--- config.mk ---
export PLATFORM = sky130hd
export DESIGN_NAME = adc_conversion_sequencer
export DESIGN_NICKNAME = d
export VERILOG_FILES = /design/src/core/adc_seq_pkg.sv /design/src/core/sync_two_ff.sv /design/src/core/delay_timer.sv /design/src/core/adc_conversion_sequencer.sv
export VERILOG_INCLUDE_DIRS = /design/src /design/src/core
export SDC_FILE = /design/constraint.sdc
export NUM_CORES = 1
export LEC_CHECK = 0
export BUFFER_PORTS_ARGS = -buffer_cell sky130_fd_sc_hd__buf_2
export CORE_UTILIZATION = 40
export DETAILED_ROUTE_END_ITERATION = 16
export GPL_TIMING_DRIVEN = 0
export RECOVER_POWER = 25
export SYNTH_ARGS = -nofsm -noshare
export SYNTH_HDL_FRONTEND = slang
export SYNTH_SLANG_ARGS = --single-unit
export TNS_END_PERCENT = 1
--- constraint.sdc ---
create_clock -name sys_clk -period 4.6 [get_ports sys_clk]
set_clock_uncertainty 0.15 [all_clocks]
set_input_delay 0.92 -clock sys_clk [delete_from_list [all_inputs] [get_ports sys_clk]]
set_output_delay 0.92 -clock sys_clk [all_outputs]
set_load 0.005 [all_outputs]
--- src/core/adc_seq_defines.svh ---
// Purpose: Offsets, field positions, reset values and timing figures of the sequencer
// Assumes: 20 MHz system clock
// Notes: Definitions only
`ifndef ADC_SEQ_DEFINES_SVH
`define ADC_SEQ_DEFINES_SVH

// Timing figures in nanoseconds
`define CLK_PERIOD_NS 50
`define CORE_PERIOD_NS 750
`define SYNC_MAX_NS 30000
`define DELAY_STEP_NS 40000

// Register byte offsets
`define OFF_CTRL 8'h00
`define OFF_SELECT 8'h04
`define OFF_STATUS 8'h08
`define OFF_MASK 8'h0c
`define OFF_RESULT0 8'h10
`define OFF_RESULT3 8'h1c

// Control register fields
`define CTRL_ON 0
`define CTRL_GO 1
`define CTRL_CONT 2
`define CTRL_FREEZE 3
`define CTRL_LAST_LO 4
`define CTRL_DLY1_LO 8
`define CTRL_DLY2_LO 12
`define CTRL_DLY3_LO 16
`define CTRL_WMASK 32'h000f_ff7f

// Status and mask fields
`define STAT_DONE 0
`define STAT_BUSY 1
`define STAT_CAL 2
`define MASK_DONE 0

// Reset values
`define CTRL_RESET 32'h0000_0000
`define SELECT_RESET 32'h0000_0000
`define MASK_RESET 1'h0

// Bus answers
`define RESP_OKAY 2'h0
`define RESP_SLVERR 2'h2

// Input scaling
`define CH_COIN_CELL 4'h8
`define SCALE_X1 2'h0
`define SCALE_X2_3 2'h1

`endif

--- src/core/adc_seq_pkg.sv ---
// Purpose: Types shared by the sequencer and its converter core
// Assumes: Constants live in adc_seq_defines.svh
// Notes: Structs carry grouped signals
package adc_seq_pkg;

    // Requests to the analog converter core
    typedef struct packed {
        logic power_on;
        logic calibrate;
        logic start;
        logic [1:0] scale;
        logic [3:0] channel;
    } core_req_t;

    // Answers from the analog converter core
    typedef struct packed {
        logic done;
        logic [9:0] code;
    } core_rsp_t;

    // Sequencer states
    typedef enum logic [3:0] {
        S_CAL_START, S_CAL_WAIT, S_IDLE, S_SYNC, S_FIRST,
        S_CONV, S_WAIT, S_GAP, S_LOOP
    } seq_state_t;

endpackage

--- src/core/sync_two_ff.sv ---
// Purpose: Two flip-flop synchroniser for a vector from outside the clock domain
// Assumes: Bits are stable around the edge that the consumer acts on
// Notes: First stage feeds only the second stage
module sync_two_ff #(
    parameter int W = 1
) (
    // Clock and reset
    input wire logic sys_clk,
    input wire logic reset_n,
    // Data
    input wire logic [W-1:0] async_in,
    output logic [W-1:0] sync_out
);
    logic [W-1:0] meta_reg;

    // Two stages, cleared under reset
    always_ff @(posedge sys_clk or negedge reset_n) begin
        if (!reset_n) begin
            meta_reg <= '0;
            sync_out <= '0;
        end else begin
            meta_reg <= async_in;
            sync_out <= meta_reg;
        end
    end
endmodule

--- src/core/delay_timer.sv ---
// Purpose: Down counter for the programmable waits
// Assumes: Load and count share the system clock
// Notes: A load of zero expires on the next cycle
module delay_timer #(
    parameter int W = 14
) (
    // Clock and reset
    input wire logic sys_clk,
    input wire logic reset_n,
    // Control
    input wire logic load,
    input wire logic [W-1:0] value,
    output logic expired
);
    logic [W-1:0] count_reg;

    // Load wins over counting
    always_ff @(posedge sys_clk or negedge reset_n) begin
        if (!reset_n) begin
            count_reg <= '0;
        end else if (load) begin
            count_reg <= value;
        end else if (count_reg != '0) begin
            count_reg <= count_reg - 1'b1;
        end
    end

    // Expiry ignores load, so a caller may reload on expiry without a combinational loop
    assign expired = (count_reg == '0);
endmodule

--- src/core/adc_conversion_sequencer.sv ---
// Purpose: Sequencer for a 10-bit 16-channel converter, AXI4-Lite registers
// Assumes: 20 MHz sys_clk; core answers come from outside this clock domain
// Notes on behaviour
// - 10-bit codes, core paced at about 1.33 MHz
// - Sixteen channels, four-bit select equals number
// - Coin cell channel eight scaled by two thirds
// - Out-of-range inputs give full scale or zero
// - Finished sequence raises done event
// - Mask bit keeps done off interrupt output
// - Converter off means low power outside calibration, no conversions
// - Enable first, then start begins one series
// - Calibration runs by itself after power-up
// - Sync wait then first delay before conversion
// - Second delay field spaces conversions, 0-600us
// - Third delay after last, only when looping
// - Delay code times 40us, all reset zero
// - At most eight conversions per series
// - Slot selects channel, result stored per slot
// - Slots zero up to last slot field
// - Continuous bit loops; resets low
// - Freeze bit stops result updates while set in continuous mode
// - Results readable in four result registers
`include "adc_seq_defines.svh"
module adc_conversion_sequencer #(
    parameter int ADDR_W = 8,
    parameter int SLOTS = 8
) (
    // Clock and reset
    input wire logic sys_clk,
    input wire logic reset_n,
    // AXI4-Lite write channels
    input wire logic [ADDR_W-1:0] awaddr,
    input wire logic awvalid,
    output logic awready,
    input wire logic [31:0] wdata,
    input wire logic [3:0] wstrb,
    input wire logic wvalid,
    output logic wready,
    output logic [1:0] bresp,
    output logic bvalid,
    input wire logic bready,
    // AXI4-Lite read channels
    input wire logic [ADDR_W-1:0] araddr,
    input wire logic arvalid,
    output logic arready,
    output logic [31:0] rdata,
    output logic [1:0] rresp,
    output logic rvalid,
    input wire logic rready,
    // Converter core
    output adc_seq_pkg::core_req_t core_req,
    output logic core_clk_en,
    input wire adc_seq_pkg::core_rsp_t core_rsp,
    // Interrupt
    output logic done_irq
);
    import adc_seq_pkg::*;

    localparam int SYNC_CYC = `SYNC_MAX_NS / `CLK_PERIOD_NS;
    localparam int STEP_CYC = (`DELAY_STEP_NS + `CLK_PERIOD_NS - 1) / `CLK_PERIOD_NS;
    localparam int CORE_DIV = `CORE_PERIOD_NS / `CLK_PERIOD_NS;
    localparam int TW = 14;

    logic [31:0] ctrl_reg;
    logic [31:0] select_reg;
    logic mask_reg;
    logic done_flag_reg;
    logic calibrated_reg;
    logic [9:0] result_reg [SLOTS];
    logic [ADDR_W-1:0] aw_addr_reg;
    logic [31:0] w_data_reg;
    logic [3:0] w_strb_reg;
    logic [2:0] slot_reg;
    logic [2:0] slot_next;
    logic [4:0] div_reg;
    logic done_prev_reg;
    seq_state_t state_reg;
    seq_state_t state_next;
    core_rsp_t rsp_sync;
    logic done_rise;
    logic wr_fire;
    logic go_take;
    logic seq_end;
    logic store_ok;
    logic tmr_load;
    logic [TW-1:0] tmr_value;
    logic tmr_expired;
    logic [3:0] sel_ch;
    logic [2:0] last_slot;

    // Byte-lane merge for writable registers
    function automatic logic [31:0] merge(input logic [31:0] old, input logic [31:0] d,
                                          input logic [3:0] be);
        logic [31:0] r;
        r = old;
        for (int i = 0; i < 4; i++) begin
            if (be[i]) begin
                r[i*8 +: 8] = d[i*8 +: 8];
            end
        end
        return r;
    endfunction

    // Core answers cross in through two flops
    sync_two_ff #(.W(11)) u_rsp_sync (
        .sys_clk(sys_clk),
        .reset_n(reset_n),
        .async_in(core_rsp),
        .sync_out(rsp_sync)
    );

    // Shared wait counter for sync and programmable delays
    delay_timer #(.W(TW)) u_timer (
        .sys_clk(sys_clk),
        .reset_n(reset_n),
        .load(tmr_load),
        .value(tmr_value),
        .expired(tmr_expired)
    );

    assign last_slot = ctrl_reg[`CTRL_LAST_LO +: 3];
    assign sel_ch = select_reg[slot_reg*4 +: 4];
    assign wr_fire = !awready && !wready && !bvalid;
    assign done_rise = rsp_sync.done && !done_prev_reg;
    // Start only counts from idle with the converter already on
    assign go_take = ctrl_reg[`CTRL_GO] && ctrl_reg[`CTRL_ON] && state_reg == S_IDLE;
    assign seq_end = state_reg == S_WAIT && done_rise && slot_reg == last_slot;
    assign store_ok = !(ctrl_reg[`CTRL_CONT] && ctrl_reg[`CTRL_FREEZE]);

    // Core pacing divider gives the slow clock enable
    always_ff @(posedge sys_clk or negedge reset_n) begin
        if (!reset_n) begin
            div_reg <= '0;
            core_clk_en <= 1'b0;
        end else begin
            core_clk_en <= (div_reg == 5'(CORE_DIV - 1));
            div_reg <= (div_reg == 5'(CORE_DIV - 1)) ? '0 : div_reg + 5'h1;
        end
    end

    // Write address and data are taken in either order
    always_ff @(posedge sys_clk or negedge reset_n) begin
        if (!reset_n) begin
            awready <= 1'b1;
            wready <= 1'b1;
            bvalid <= 1'b0;
            bresp <= `RESP_OKAY;
            aw_addr_reg <= '0;
            w_data_reg <= '0;
            w_strb_reg <= '0;
        end else begin
            if (awvalid && awready) begin
                awready <= 1'b0;
                aw_addr_reg <= awaddr;
            end
            if (wvalid && wready) begin
                wready <= 1'b0;
                w_data_reg <= wdata;
                w_strb_reg <= wstrb;
            end
            if (wr_fire) begin
                bvalid <= 1'b1;
                bresp <= (aw_addr_reg > `OFF_RESULT3 || aw_addr_reg[1:0] != 2'h0) ?
                         `RESP_SLVERR : `RESP_OKAY;
            end else if (bvalid && bready) begin
                bvalid <= 1'b0;
                awready <= 1'b1;
                wready <= 1'b1;
            end
        end
    end

    // Control register; start clears itself once seen
    always_ff @(posedge sys_clk or negedge reset_n) begin
        if (!reset_n) begin
            ctrl_reg <= `CTRL_RESET;
        end else if (wr_fire && aw_addr_reg == `OFF_CTRL) begin
            ctrl_reg <= merge(ctrl_reg, w_data_reg, w_strb_reg) & `CTRL_WMASK;
        end else begin
            ctrl_reg[`CTRL_GO] <= 1'b0;
        end
    end

    // Slot channel selects and done mask
    always_ff @(posedge sys_clk or negedge reset_n) begin
        if (!reset_n) begin
            select_reg <= `SELECT_RESET;
            mask_reg <= `MASK_RESET;
        end else if (wr_fire) begin
            if (aw_addr_reg == `OFF_SELECT) begin
                select_reg <= merge(select_reg, w_data_reg, w_strb_reg);
            end
            if (aw_addr_reg == `OFF_MASK && w_strb_reg[0]) begin
                mask_reg <= w_data_reg[`MASK_DONE];
            end
        end
    end

    // Done flag: set wins over a write-one clear
    always_ff @(posedge sys_clk or negedge reset_n) begin
        if (!reset_n) begin
            done_flag_reg <= 1'b0;
        end else if (seq_end) begin
            done_flag_reg <= 1'b1;
        end else if (wr_fire && aw_addr_reg == `OFF_STATUS && w_strb_reg[0]
                     && w_data_reg[`STAT_DONE]) begin
            done_flag_reg <= 1'b0;
        end
    end

    // Interrupt output follows the flag unless masked
    always_ff @(posedge sys_clk or negedge reset_n) begin
        if (!reset_n) begin
            done_irq <= 1'b0;
        end else begin
            done_irq <= done_flag_reg && !mask_reg;
        end
    end

    // Read channel; one read at a time
    always_ff @(posedge sys_clk or negedge reset_n) begin
        if (!reset_n) begin
            arready <= 1'b1;
            rvalid <= 1'b0;
            rdata <= '0;
            rresp <= `RESP_OKAY;
        end else if (arvalid && arready) begin
            arready <= 1'b0;
            rvalid <= 1'b1;
            rresp <= `RESP_OKAY;
            rdata <= '0;
            case (araddr)
                `OFF_CTRL: rdata <= ctrl_reg;
                `OFF_SELECT: rdata <= select_reg;
                `OFF_STATUS: rdata <= {29'h0, calibrated_reg, state_reg != S_IDLE,
                                       done_flag_reg};
                `OFF_MASK: rdata <= {31'h0, mask_reg};
                default: begin
                    // Two slot results per word, even slot low
                    if (araddr >= `OFF_RESULT0 && araddr <= `OFF_RESULT3
                        && araddr[1:0] == 2'h0) begin
                        rdata <= {6'h0, result_reg[araddr[3:2]*2 + 1],
                                  6'h0, result_reg[araddr[3:2]*2]};
                    end else begin
                        rresp <= `RESP_SLVERR;
                    end
                end
            endcase
        end else if (rvalid && rready) begin
            rvalid <= 1'b0;
            arready <= 1'b1;
        end
    end

    // Sequencer next state and timer loads
    always_comb begin
        state_next = state_reg;
        slot_next = slot_reg;
        tmr_load = 1'b0;
        tmr_value = '0;
        case (state_reg)
            S_CAL_START: state_next = S_CAL_WAIT;
            S_CAL_WAIT: begin
                if (done_rise) begin
                    state_next = S_IDLE;
                end
            end
            S_IDLE: begin
                if (go_take) begin
                    state_next = S_SYNC;
                    slot_next = '0;
                    tmr_load = 1'b1;
                    tmr_value = TW'(SYNC_CYC);
                end
            end
            S_SYNC: begin
                if (tmr_expired) begin
                    state_next = S_FIRST;
                    tmr_load = 1'b1;
                    tmr_value = TW'(ctrl_reg[`CTRL_DLY1_LO +: 4] * STEP_CYC);
                end
            end
            S_FIRST, S_GAP: begin
                if (tmr_expired) begin
                    state_next = S_CONV;
                end
            end
            S_CONV: state_next = S_WAIT;
            S_WAIT: begin
                if (done_rise && slot_reg == last_slot) begin
                    slot_next = '0;
                    if (ctrl_reg[`CTRL_CONT]) begin
                        state_next = S_LOOP;
                        tmr_load = 1'b1;
                        tmr_value = TW'(ctrl_reg[`CTRL_DLY3_LO +: 4] * STEP_CYC);
                    end else begin
                        state_next = S_IDLE;
                    end
                end else if (done_rise) begin
                    slot_next = slot_reg + 3'h1;
                    state_next = S_GAP;
                    tmr_load = 1'b1;
                    tmr_value = TW'(ctrl_reg[`CTRL_DLY2_LO +: 4] * STEP_CYC);
                end
            end
            S_LOOP: begin
                if (tmr_expired) begin
                    state_next = S_CONV;
                end
            end
            default: state_next = S_IDLE;
        endcase
        // Switching off abandons any sequence
        if (!ctrl_reg[`CTRL_ON] && state_reg != S_CAL_START && state_reg != S_CAL_WAIT) begin
            state_next = S_IDLE;
        end
    end

    // Sequencer state, slot and edge tracking
    always_ff @(posedge sys_clk or negedge reset_n) begin
        if (!reset_n) begin
            state_reg <= S_CAL_START;
            slot_reg <= '0;
            done_prev_reg <= 1'b0;
            calibrated_reg <= 1'b0;
        end else begin
            state_reg <= state_next;
            slot_reg <= slot_next;
            done_prev_reg <= rsp_sync.done;
            if (state_reg == S_CAL_WAIT && done_rise) begin
                calibrated_reg <= 1'b1;
            end
        end
    end

    // Result storage per slot, held while frozen in continuous mode
    always_ff @(posedge sys_clk or negedge reset_n) begin
        if (!reset_n) begin
            for (int i = 0; i < SLOTS; i++) begin
                result_reg[i] <= '0;
            end
        end else if (state_reg == S_WAIT && done_rise && store_ok) begin
            // Core saturates out-of-range inputs; code is stored unchanged
            result_reg[slot_reg] <= rsp_sync.code;
        end
    end

    // Requests to the core; power drops when the converter is off and not calibrating
    always_ff @(posedge sys_clk or negedge reset_n) begin
        if (!reset_n) begin
            core_req <= '0;
        end else begin
            core_req.power_on <= ctrl_reg[`CTRL_ON] || state_next == S_CAL_START
                                 || state_next == S_CAL_WAIT;
            core_req.calibrate <= state_reg == S_CAL_START;
            core_req.start <= state_reg == S_CONV && ctrl_reg[`CTRL_ON];
            core_req.channel <= sel_ch;
            core_req.scale <= (sel_ch == `CH_COIN_CELL) ? `SCALE_X2_3 : `SCALE_X1;
        end
    end
endmodule

==> results of run 1 <==
final cells by class:
class | instances | area, sq um | share of cell area, %
plain buffers | 43 | 208 | 1.40
inverters | 15 | 56.3 | 0.379
multi-input cells | 630 | 5400 | 36.4
flip-flops and latches | 276 | 6910 | 46.5
clock buffers | 35 | 810 | 5.45
repair buffers | 118 | 636 | 4.28
clock inverters | 21 | 343 | 2.31
well taps | 396 | 495 | 3.33
stage by stage:
| stage | cell area (sq um) | power, W | instances |
|---|---|---|---|
| after floorplan | 12600 | 0.00412 | 964 |
| after global placement | 13700 | 0.00465 | 1476 |
| after detailed placement | 13700 | 0.00469 | 1478 |
| after CTS | 14900 | 0.00747 | 1534 |
| after global routing | 14900 | 0.00777 | 1534 |
| final | 14900 | 0.00740 | 1534 |
path summary, 6_finish.rpt:
check | depth (start not counted) | to | slack, ns | startpoint
max in group sys_clk | 7 | core_req[4] | 1.86 | slot_reg[0]
setup reg to reg | 7 | core_req[4] | 1.86 | slot_reg[0]
hold / removal | 0 | u_rsp_sync.sync_out[9] | 0.20 | u_rsp_sync.meta_reg[9]
setup / recovery | 3 | div_reg[4] | 1.67 | reset_n
min in group asynchronous | 1 | u_rsp_sync.sync_out[0] | 0.83 | reset_n
hold reg to reg | 0 | u_rsp_sync.sync_out[9] | 0.20 | u_rsp_sync.meta_reg[9]
layout by cell type, fill, tap and decap left out, drive strengths merged, types with 17 or more instances in the layout:
cell,netlist,layout
nand3,28,28
a21oi,29,29
nor3,18,18
nand2,61,61
clkbuf,21,57
dfrtp,273,273
mux4,23,23
ha,32,32
mux2,180,180
o21ai,24,24
inv,15,17
nor2,60,60
mux2i,25,25
buf,22,139
power by group through the flow:
stage / Combinational (W) / Clock (W) / Sequential (W)
2_1_floorplan: 0.000893 / 0 / 0.00323
3_3_place_gp: 0.00129 / 0 / 0.00336
3_5_place_dp: 0.00132 / 0 / 0.00338
4_1_cts: 0.00133 / 0.00281 / 0.00333
5_1_grt: 0.00147 / 0.00291 / 0.00339
6_report: 0.00131 / 0.00276 / 0.00333
cells by family (layout without fill, tap and decap cells):
logic type	after synthesis	after routing	synth area share (%)
xor+xnor	26	26	1.81
fa+ha+maj	35	35	3.66
other cells	1	3	0.0298
flops	276	276	54.9
compound gates	117	117	6.10
mux	228	228	22.2
simple gates	221	221	9.12
buf+inv	58	232	2.10
critical path: cells and delay by family:
| family | cells | cell delay, ns |
|---|---|---|
| buffers and inverters | 3 | 2.33 |
per-layer routing:
metal	vias to the layer above	GRT usage, %
li1	3793	-
met1	4136	28.2
met2	203	32.6
met3	44	2.82
met4	2	5.88
met5	-	0
==> results.toml, run 1 <==
[floorplan]
die_w_um = 179
dieArea_sq_um = 32200
io_pins = 122
rows = 64
start_util_pct = 40.9
die_h_um = 179
core-area_sq_um = 30700

[worst_setup_path]
max_stage_delay_ns = 1.48
crit_fanout = 108
worstPathRequired_ns = 5.10
endpoint_kind = "async pin"
arrival_ns = 3.44
worstPathCellList = "clkbuf_2 -> buf_16 -> buf_16"
cp-start-kind = "input port"
critPathMostFrequentCell = "buf_16"
critPathKind = "input port to async pin"
slowest_stage = "clkbuf_2"

[pwr]
powerDensity_nw_per_um2 = 498
leakage_nw = 7.18
combPwrFrac_pct = 17.7
power_switching_w = 0.00213
p_int_w = 0.00527
swShare_pct = 28.8
seqPwrFrac_pct = 44.9
pwr-share-clk_pct = 37.3
ir_drop_v = 0.000269

[run]
maxCapViolations = 1

[detailed_routing]
routed_wl_um = 31000
wl_per_cell_um = 20.2
routed_via_density = 5.33
route.met3.wl_um = 1360
via_count = 8178
first_iter_violations = 554
drc = 6
wl_met1_um = 14000
dr_wl_met2_um = 14900
first_pass_iters = 11
ant_nets = 0
topRoutingLayerUsed = "met5"

[clock_network]
clk_pin_slew_worst_paths_ns = 0.07
clk_path_buf_depth = 3
h-tree-depth = 1
cts_root_buf = "clkbuf_16"
clkSinkCount = 276
clk-insertion-delay-late_ns = 0.56
ctsHoldBuffers = 0
ctsResizeCount = 0
numCtsBuffers = 30
cts_setup_buffers = 0
cts_tree = "built"

[synth]
ys_types = 71
synthFlopType = "dfrtp_1"
synth-edff-count = 0
synth_area_per_cell_sq_um = 13.1
synth_top_cell_area_share_pct = 54.3
synthArstFlopShare_pct = 100
synthCells = 962
synth_area_sq_um = 12600
yosys-top-cells-area = "dfrtp_1 54%, mux2_2 16%, mux4_2 4.1%"
ys_seq_area_share_pct = 54.9
synth_warnings = 0
synth_top_area_cell = "dfrtp_1"
synth_most_common_cell = "dfrtp_1"
ys_ff_latch = 276
ys_top_cells_by_count = "273 x dfrtp_1, 180 x mux2_2, 57 x nand2_1, 57 x nor2_1, 32 x ha_1"

[timing]
rsz0062_at_grt = "no"
report.final.slew_viol_count = 86
relSlewSlack_pct = -45.7
fmax_ghz = 0.341
finalSetupViolCount = 0
tightest_slew_ns = 2.19
holdWs_ns = 0.198
fin_ws_ns = 1.67
min_period_ns = 2.93
hold_violations = 0
period_share_pct = 63.8
setup_tns_ns = 0

[placed_design]
dp_worst_setup_slack_ns = 1.48
dp_hpwl_um = 22000
port_buffers = 116
routabilityCongestion = 0.862

[cells_and_area]
largest_reg_flops = 80
area_growth_syn_to_layout_pct = 18.2
nNetsFinal = 1219
drive_above_1_share_pct = 36.5
antenna_cells = 0
fillers = 2775
final_util_pct = 48.3

[global_route]
grt_pass1_vias = 8455
grt_usage_pct = 20.2
gr-total-overflow = 0
antenna_found_initial = 2
grt_pass1_wl_um = 49300
grt_max_degree = 109

[outcome]
violations = "DRC, capacitance limit, slew limit"
outcome = "complete, but fails checks"

[worst_hold_path]
hold_class = "flop to flop"
Note: power is estimated with default switching activity, not from simulation.
==> run 2, diff against run 1 <==
- clock period: 4.6 -> 2.3 ns (I/O delays scaled with it)
==> results.toml, run 2 (same netlist as run 1, synthesis figures left out) <==
[outcome]
outcome = "complete, but fails checks"
violations = "DRC, setup timing"

[worst_setup_path]
rrSetupSlack_ns = -0.04
arrival_ns = 2.62
r2r_cells = 7
max_stage_delay_ns = 0.45
slowest_stage = "dfrtp_1"
worstPathRequired_ns = 2.58
crit_fanout = 10
critPathKind = "flop to flop"
cp-start-kind = "flop"
endpoint_kind = "flop"
rr_endpoint = "core_req[4]"
worstPathCellList = "buf_4 -> buf_4 -> mux2i_1 -> mux2i_1 -> nand2_1 -> o211ai_1 -> nor4b_4"
regToRegStartpoint = "slot_reg[0]"

[cells_and_area]
largest_reg_flops = 80
final-instance-count-excl-fill = 1597
regArea_sq_um = 6920
drive_above_1_share_pct = 38.4
final_cell_mix = "269 x dfrtp_1, 180 x mux2_2, 126 x buf_2"
final_common_cell = "dfrtp_1"
nNetsFinal = 1282
multi_input_area_sq_um = 5610
area_growth_syn_to_layout_pct = 25.0
fillers = 2721
antenna_cells = 0

[detailed_routing]
drc = 6
wl_per_cell_um = 20.0
routed_wl_um = 31900
routed_via_density = 5.34
first_iter_violations = 561
via_count = 8528
first_pass_iters = 11
ant_nets = 0

[pwr]
ir_drop_v = 0.000553
pwr-share-clk_pct = 36.7
combPwrFrac_pct = 18.9
seqPwrFrac_pct = 44.4
powerDensity_nw_per_um2 = 960
finalPower_w = 0.0151
leakage_nw = 7.50
p_int_w = 0.0107
power_switching_w = 0.00437
swShare_pct = 29.0

[clock_network]
clk_path_buf_depth = 3
cts_root_buf = "clkbuf_16"
cts_tree = "built"
numCtsBuffers = 30
h-tree-depth = 1
clk_pin_slew_worst_paths_ns = 0.06
clkSinkCount = 276
clk-insertion-delay-late_ns = 0.56

[timing]
setup_tns_ns = -0.0450
tightest_slew_ns = 0.847
rsz0062_at_grt = "yes"
min_period_ns = 2.34
finalSetupViolCount = 1
relSlewSlack_pct = 43.5
fmax_ghz = 0.426
report.final.slew_viol_count = 0
period_share_pct = 102
hold_violations = 0
holdWs_ns = 0.00916
fin_ws_ns = -0.0450

[placed_design]
dp_hpwl_um = 22000
routabilityCongestion = 0.862
place_inst = 1478
dp_worst_setup_slack_ns = -0.363
port_buffers = 116

[global_route]
grt_pass1_vias = 8755
grt_max_degree = 109
gr-total-overflow = 0
grt_usage_pct = 20.5
use_met3_pct = 2.82
grt_pass1_wl_um = 50300
antenna_found_initial = 0
busiest_layer = "met2"
use_met1_pct = 28.5
gr-usage-met2_pct = 33.5

[worst_hold_path]
hold_depth = 2
worstHoldStart = "wdata[2]"
hold_class = "input port to flop"
min_to = "w_data_reg[2]"

[floorplan]
rows = 64
start_util_pct = 40.9
core-area_sq_um = 30700
die_w_um = 179
dieArea_sq_um = 32200
die_h_um = 179
io_pins = 122

[run]
maxCapViolations = 0
-- run 2: cell type report --
type	instances	area share (%)
clock buffer	35	5.15
inverter	15	0.358
buffer	42	1.39
tap	396	3.15
sequential	276	44.0
clock inverter	21	2.18
timing repair buffer	182	8.09
multi-input combinational	630	35.7
-- run 2: what timing repair did --
item / 4_1_cts / 5_1_grt
pin swaps: 1 / 7
resized for setup: 24 / 33
cloned: 0 / 1
endpoints found under the hold margin: 135 / 1
setup buffers: 0 / 7
endpoints found under the setup margin: 101 / 202
hold buffers: 55 / 1
-- run 2: worst max path at each step --
stage,to,start,cells past startpoint,slack [ns]
floorplan,u_timer.count_reg[13],ctrl_reg[16],8,0.09
global placement,aw_addr_reg[0],reset_n,1,-4.64
detailed placement,rdata[16],araddr[2],6,-0.36
CTS,u_timer.count_reg[13],ctrl_reg[12],8,-0.07
global route,core_req[4],slot_reg[0],7,-0.05
finish,core_req[4],slot_reg[0],7,-0.04
-- run 2: power by group through the flow --
| stage | combinational, W | sequential, W | clock [W] |
|---|---|---|---|
| final | 0.00285 | 0.00670 | 0.00553 |
| after global routing | 0.00318 | 0.00682 | 0.00582 |
| after CTS | 0.00278 | 0.00667 | 0.00561 |
| after detailed placement | 0.00264 | 0.00675 | 0 |
| after global placement | 0.00257 | 0.00673 | 0 |
| after floorplan | 0.00179 | 0.00646 | 0 |
-- run 2: routing by layer --
layer	up-vias	share of wire (%)
met5	-	0
met4	0	2.8
met3	52	4.1
met2	212	48
met1	4346	45
li1	3918	-
-- run 2: metrics by stage --
stage	utilization [%]	area, sq um
3_5_place_dp	44.6	13700
5_1_grt	51.1	15700
4_1_cts	50.4	15500
6_report	51.1	15700
3_3_place_gp	44.4	13700
2_1_floorplan	-	12600
-- run 2: worst max-delay path, delay by kind of cell, from the launching register on --
family	cells	cell delay, ns
buf+inv	2	0.52
simple gates	2	0.49
flops	1	0.45
mux	2	0.37
compound gates	1	0.24
==> run 3, diff against run 2 <==
- BUFFER_PORTS_ARGS: -buffer_cell sky130_fd_sc_hd__buf_2 -> -buffer_cell sky130_fd_sc_hd__buf_4
==> results.toml, run 3 (same netlist as run 1, synthesis figures left out) <==
[timing]
min_period_ns = 2.32
finalSetupViolCount = 9
hold_violations = 0
period_share_pct = 101
relSlewSlack_pct = 28.1
tightest_slew_ns = 1.08
fin_ws_ns = -0.0166
rsz0062_at_grt = "yes"
setup_tns_ns = -0.0703
fmax_ghz = 0.432
report.final.slew_viol_count = 0

[detailed_routing]
ant_nets = 0
drc = 6
wl_per_cell_um = 19.7
via_count = 8516
first_iter_violations = 400
routed_via_density = 5.32
first_pass_iters = 11
routed_wl_um = 31500

[placed_design]
routabilityCongestion = 0.853
dp_worst_setup_slack_ns = -0.434
dp_hpwl_um = 22200
port_buffers = 116

[global_route]
grt_pass1_vias = 8671
grt_usage_pct = 20.3
grt_max_degree = 114
gr-total-overflow = 0
antenna_found_initial = 1
grt_pass1_wl_um = 49600

[floorplan]
io_pins = 122
die_h_um = 179
core-area_sq_um = 30700
rows = 64
start_util_pct = 40.9
dieArea_sq_um = 32200
die_w_um = 179

[cells_and_area]
final_cell_mix = "270 x dfrtp_1, 180 x mux2_2, 110 x buf_4"
area_growth_syn_to_layout_pct = 26.2
regArea_sq_um = 6910
drive_above_1_share_pct = 37.2
final_common_cell = "dfrtp_1"
antenna_cells = 0
nNetsFinal = 1284
multi_input_area_sq_um = 5600
fillers = 2742
largest_reg_flops = 80

[clock_network]
clk_pin_slew_worst_paths_ns = 0.06
clk_path_buf_depth = 3
clkSinkCount = 276
numCtsBuffers = 31
cts_tree = "built"
h-tree-depth = 1
clk-insertion-delay-late_ns = 0.57
cts_root_buf = "clkbuf_16"

[worst_setup_path]
critPathKind = "flop to flop"
crit_fanout = 10
max_stage_delay_ns = 0.56
worstPathRequired_ns = 2.64
arrival_ns = 2.65
worst_path_dominant_cell_family = "simple AND/OR/NAND/NOR gates"
worstPathCellList = "nand2_1 -> or4_1 -> clkbuf_1 -> buf_2 -> o22ai_1"
slowest_stage = "dfstp_2"
crit_buf_inv = 2
cp-start-kind = "flop"
endpoint_kind = "flop"

[pwr]
leakage_nw = 7.49
ir_drop_v = 0.000581
powerDensity_nw_per_um2 = 921

[outcome]
outcome = "complete, but fails checks"
violations = "DRC, setup timing"

[worst_hold_path]
hold_class = "input port to flop"

[run]
maxCapViolations = 0
run 3: cell types whose count changed in the layout (fill, tap and decap cells not counted), moves of 4 or more:
cell	before	now
dlygate4sd3_1	56	62
clkbuf_8	4	11
buf_4	17	110
bufinv_16	8	1
clkbuf_1	20	25
buf_6	1	5
buf_2	126	12
clkbuf_4	1	14
run 3: layer usage:
layer	up-vias	share of wire (%)	track usage, %
met3	54	4.7	3.33
met4	0	3.0	6.86
met1	4334	45	28.1
li1	3938	-	-
met5	-	0	0
met2	190	48	32.3
run 3: report_power, final:
part           internal, W  total (W)  switching (W)
registers          0.00580    0.00672       0.000921
logic              0.00160    0.00295        0.00135
clock network      0.00295    0.00495        0.00200
total               0.0103     0.0146        0.00427
run 3: worst paths after layout:
kind	endpoint	slack [ns]	from	depth (start not counted)
hold reg to reg	u_rsp_sync.sync_out[9]	0.20	u_rsp_sync.meta_reg[9]	0
setup / recovery	rdata[4]	-0.02	arready	5
min in group asynchronous	u_rsp_sync.sync_out[0]	0.23	reset_n	2
max in group asynchronous	ctrl_reg[12]	0.31	reset_n	3
hold / removal	wready	0.04	bready	3
setup reg to reg	rdata[4]	-0.02	arready	5
run 3: layout make-up:
type                            count  share of cell area, %
Buffer                             43                   1.43
Clock buffer                       48                   5.98
Clock inverter                     10                  0.599
Inverter                           15                  0.355
Multi-Input combinational cell    630                   35.3
Sequential cell                   276                   43.6
Tap cell                          396                   3.12
Timing Repair Buffer              182                   9.68
run 3: tightest hold or removal path: stages:
cell and delay, ns:
buf_4 0.09, nand2_1 0.06, o21ai_0 0.10
run 3: stage by stage:
step | utilization, % | power [W] | cells | area, sq um | hold slack (ns)
floorplan | - | 0.00824 | 964 | 12600 | 0.0144
global placement | 45.4 | 0.00945 | 1476 | 13900 | 0.186
detailed placement | 45.6 | 0.00955 | 1478 | 14000 | 0.185
CTS | 51.3 | 0.0147 | 1598 | 15800 | 0.000667
global route | 51.6 | 0.0154 | 1600 | 15900 | 0.0482
finish | 51.6 | 0.0146 | 1600 | 15900 | 0.0424
run 3: what timing repair did:
| item | 4_1_cts | 5_1_grt |
|---|---|---|
| setup endpoints to repair | 103 | 149 |
| hold endpoints to repair | 110 | 0 |
| pin swaps | 1 | 6 |
| setup buffers | 0 | 2 |
| resized for setup | 21 | 30 |
| hold buffers | 62 | 0 |
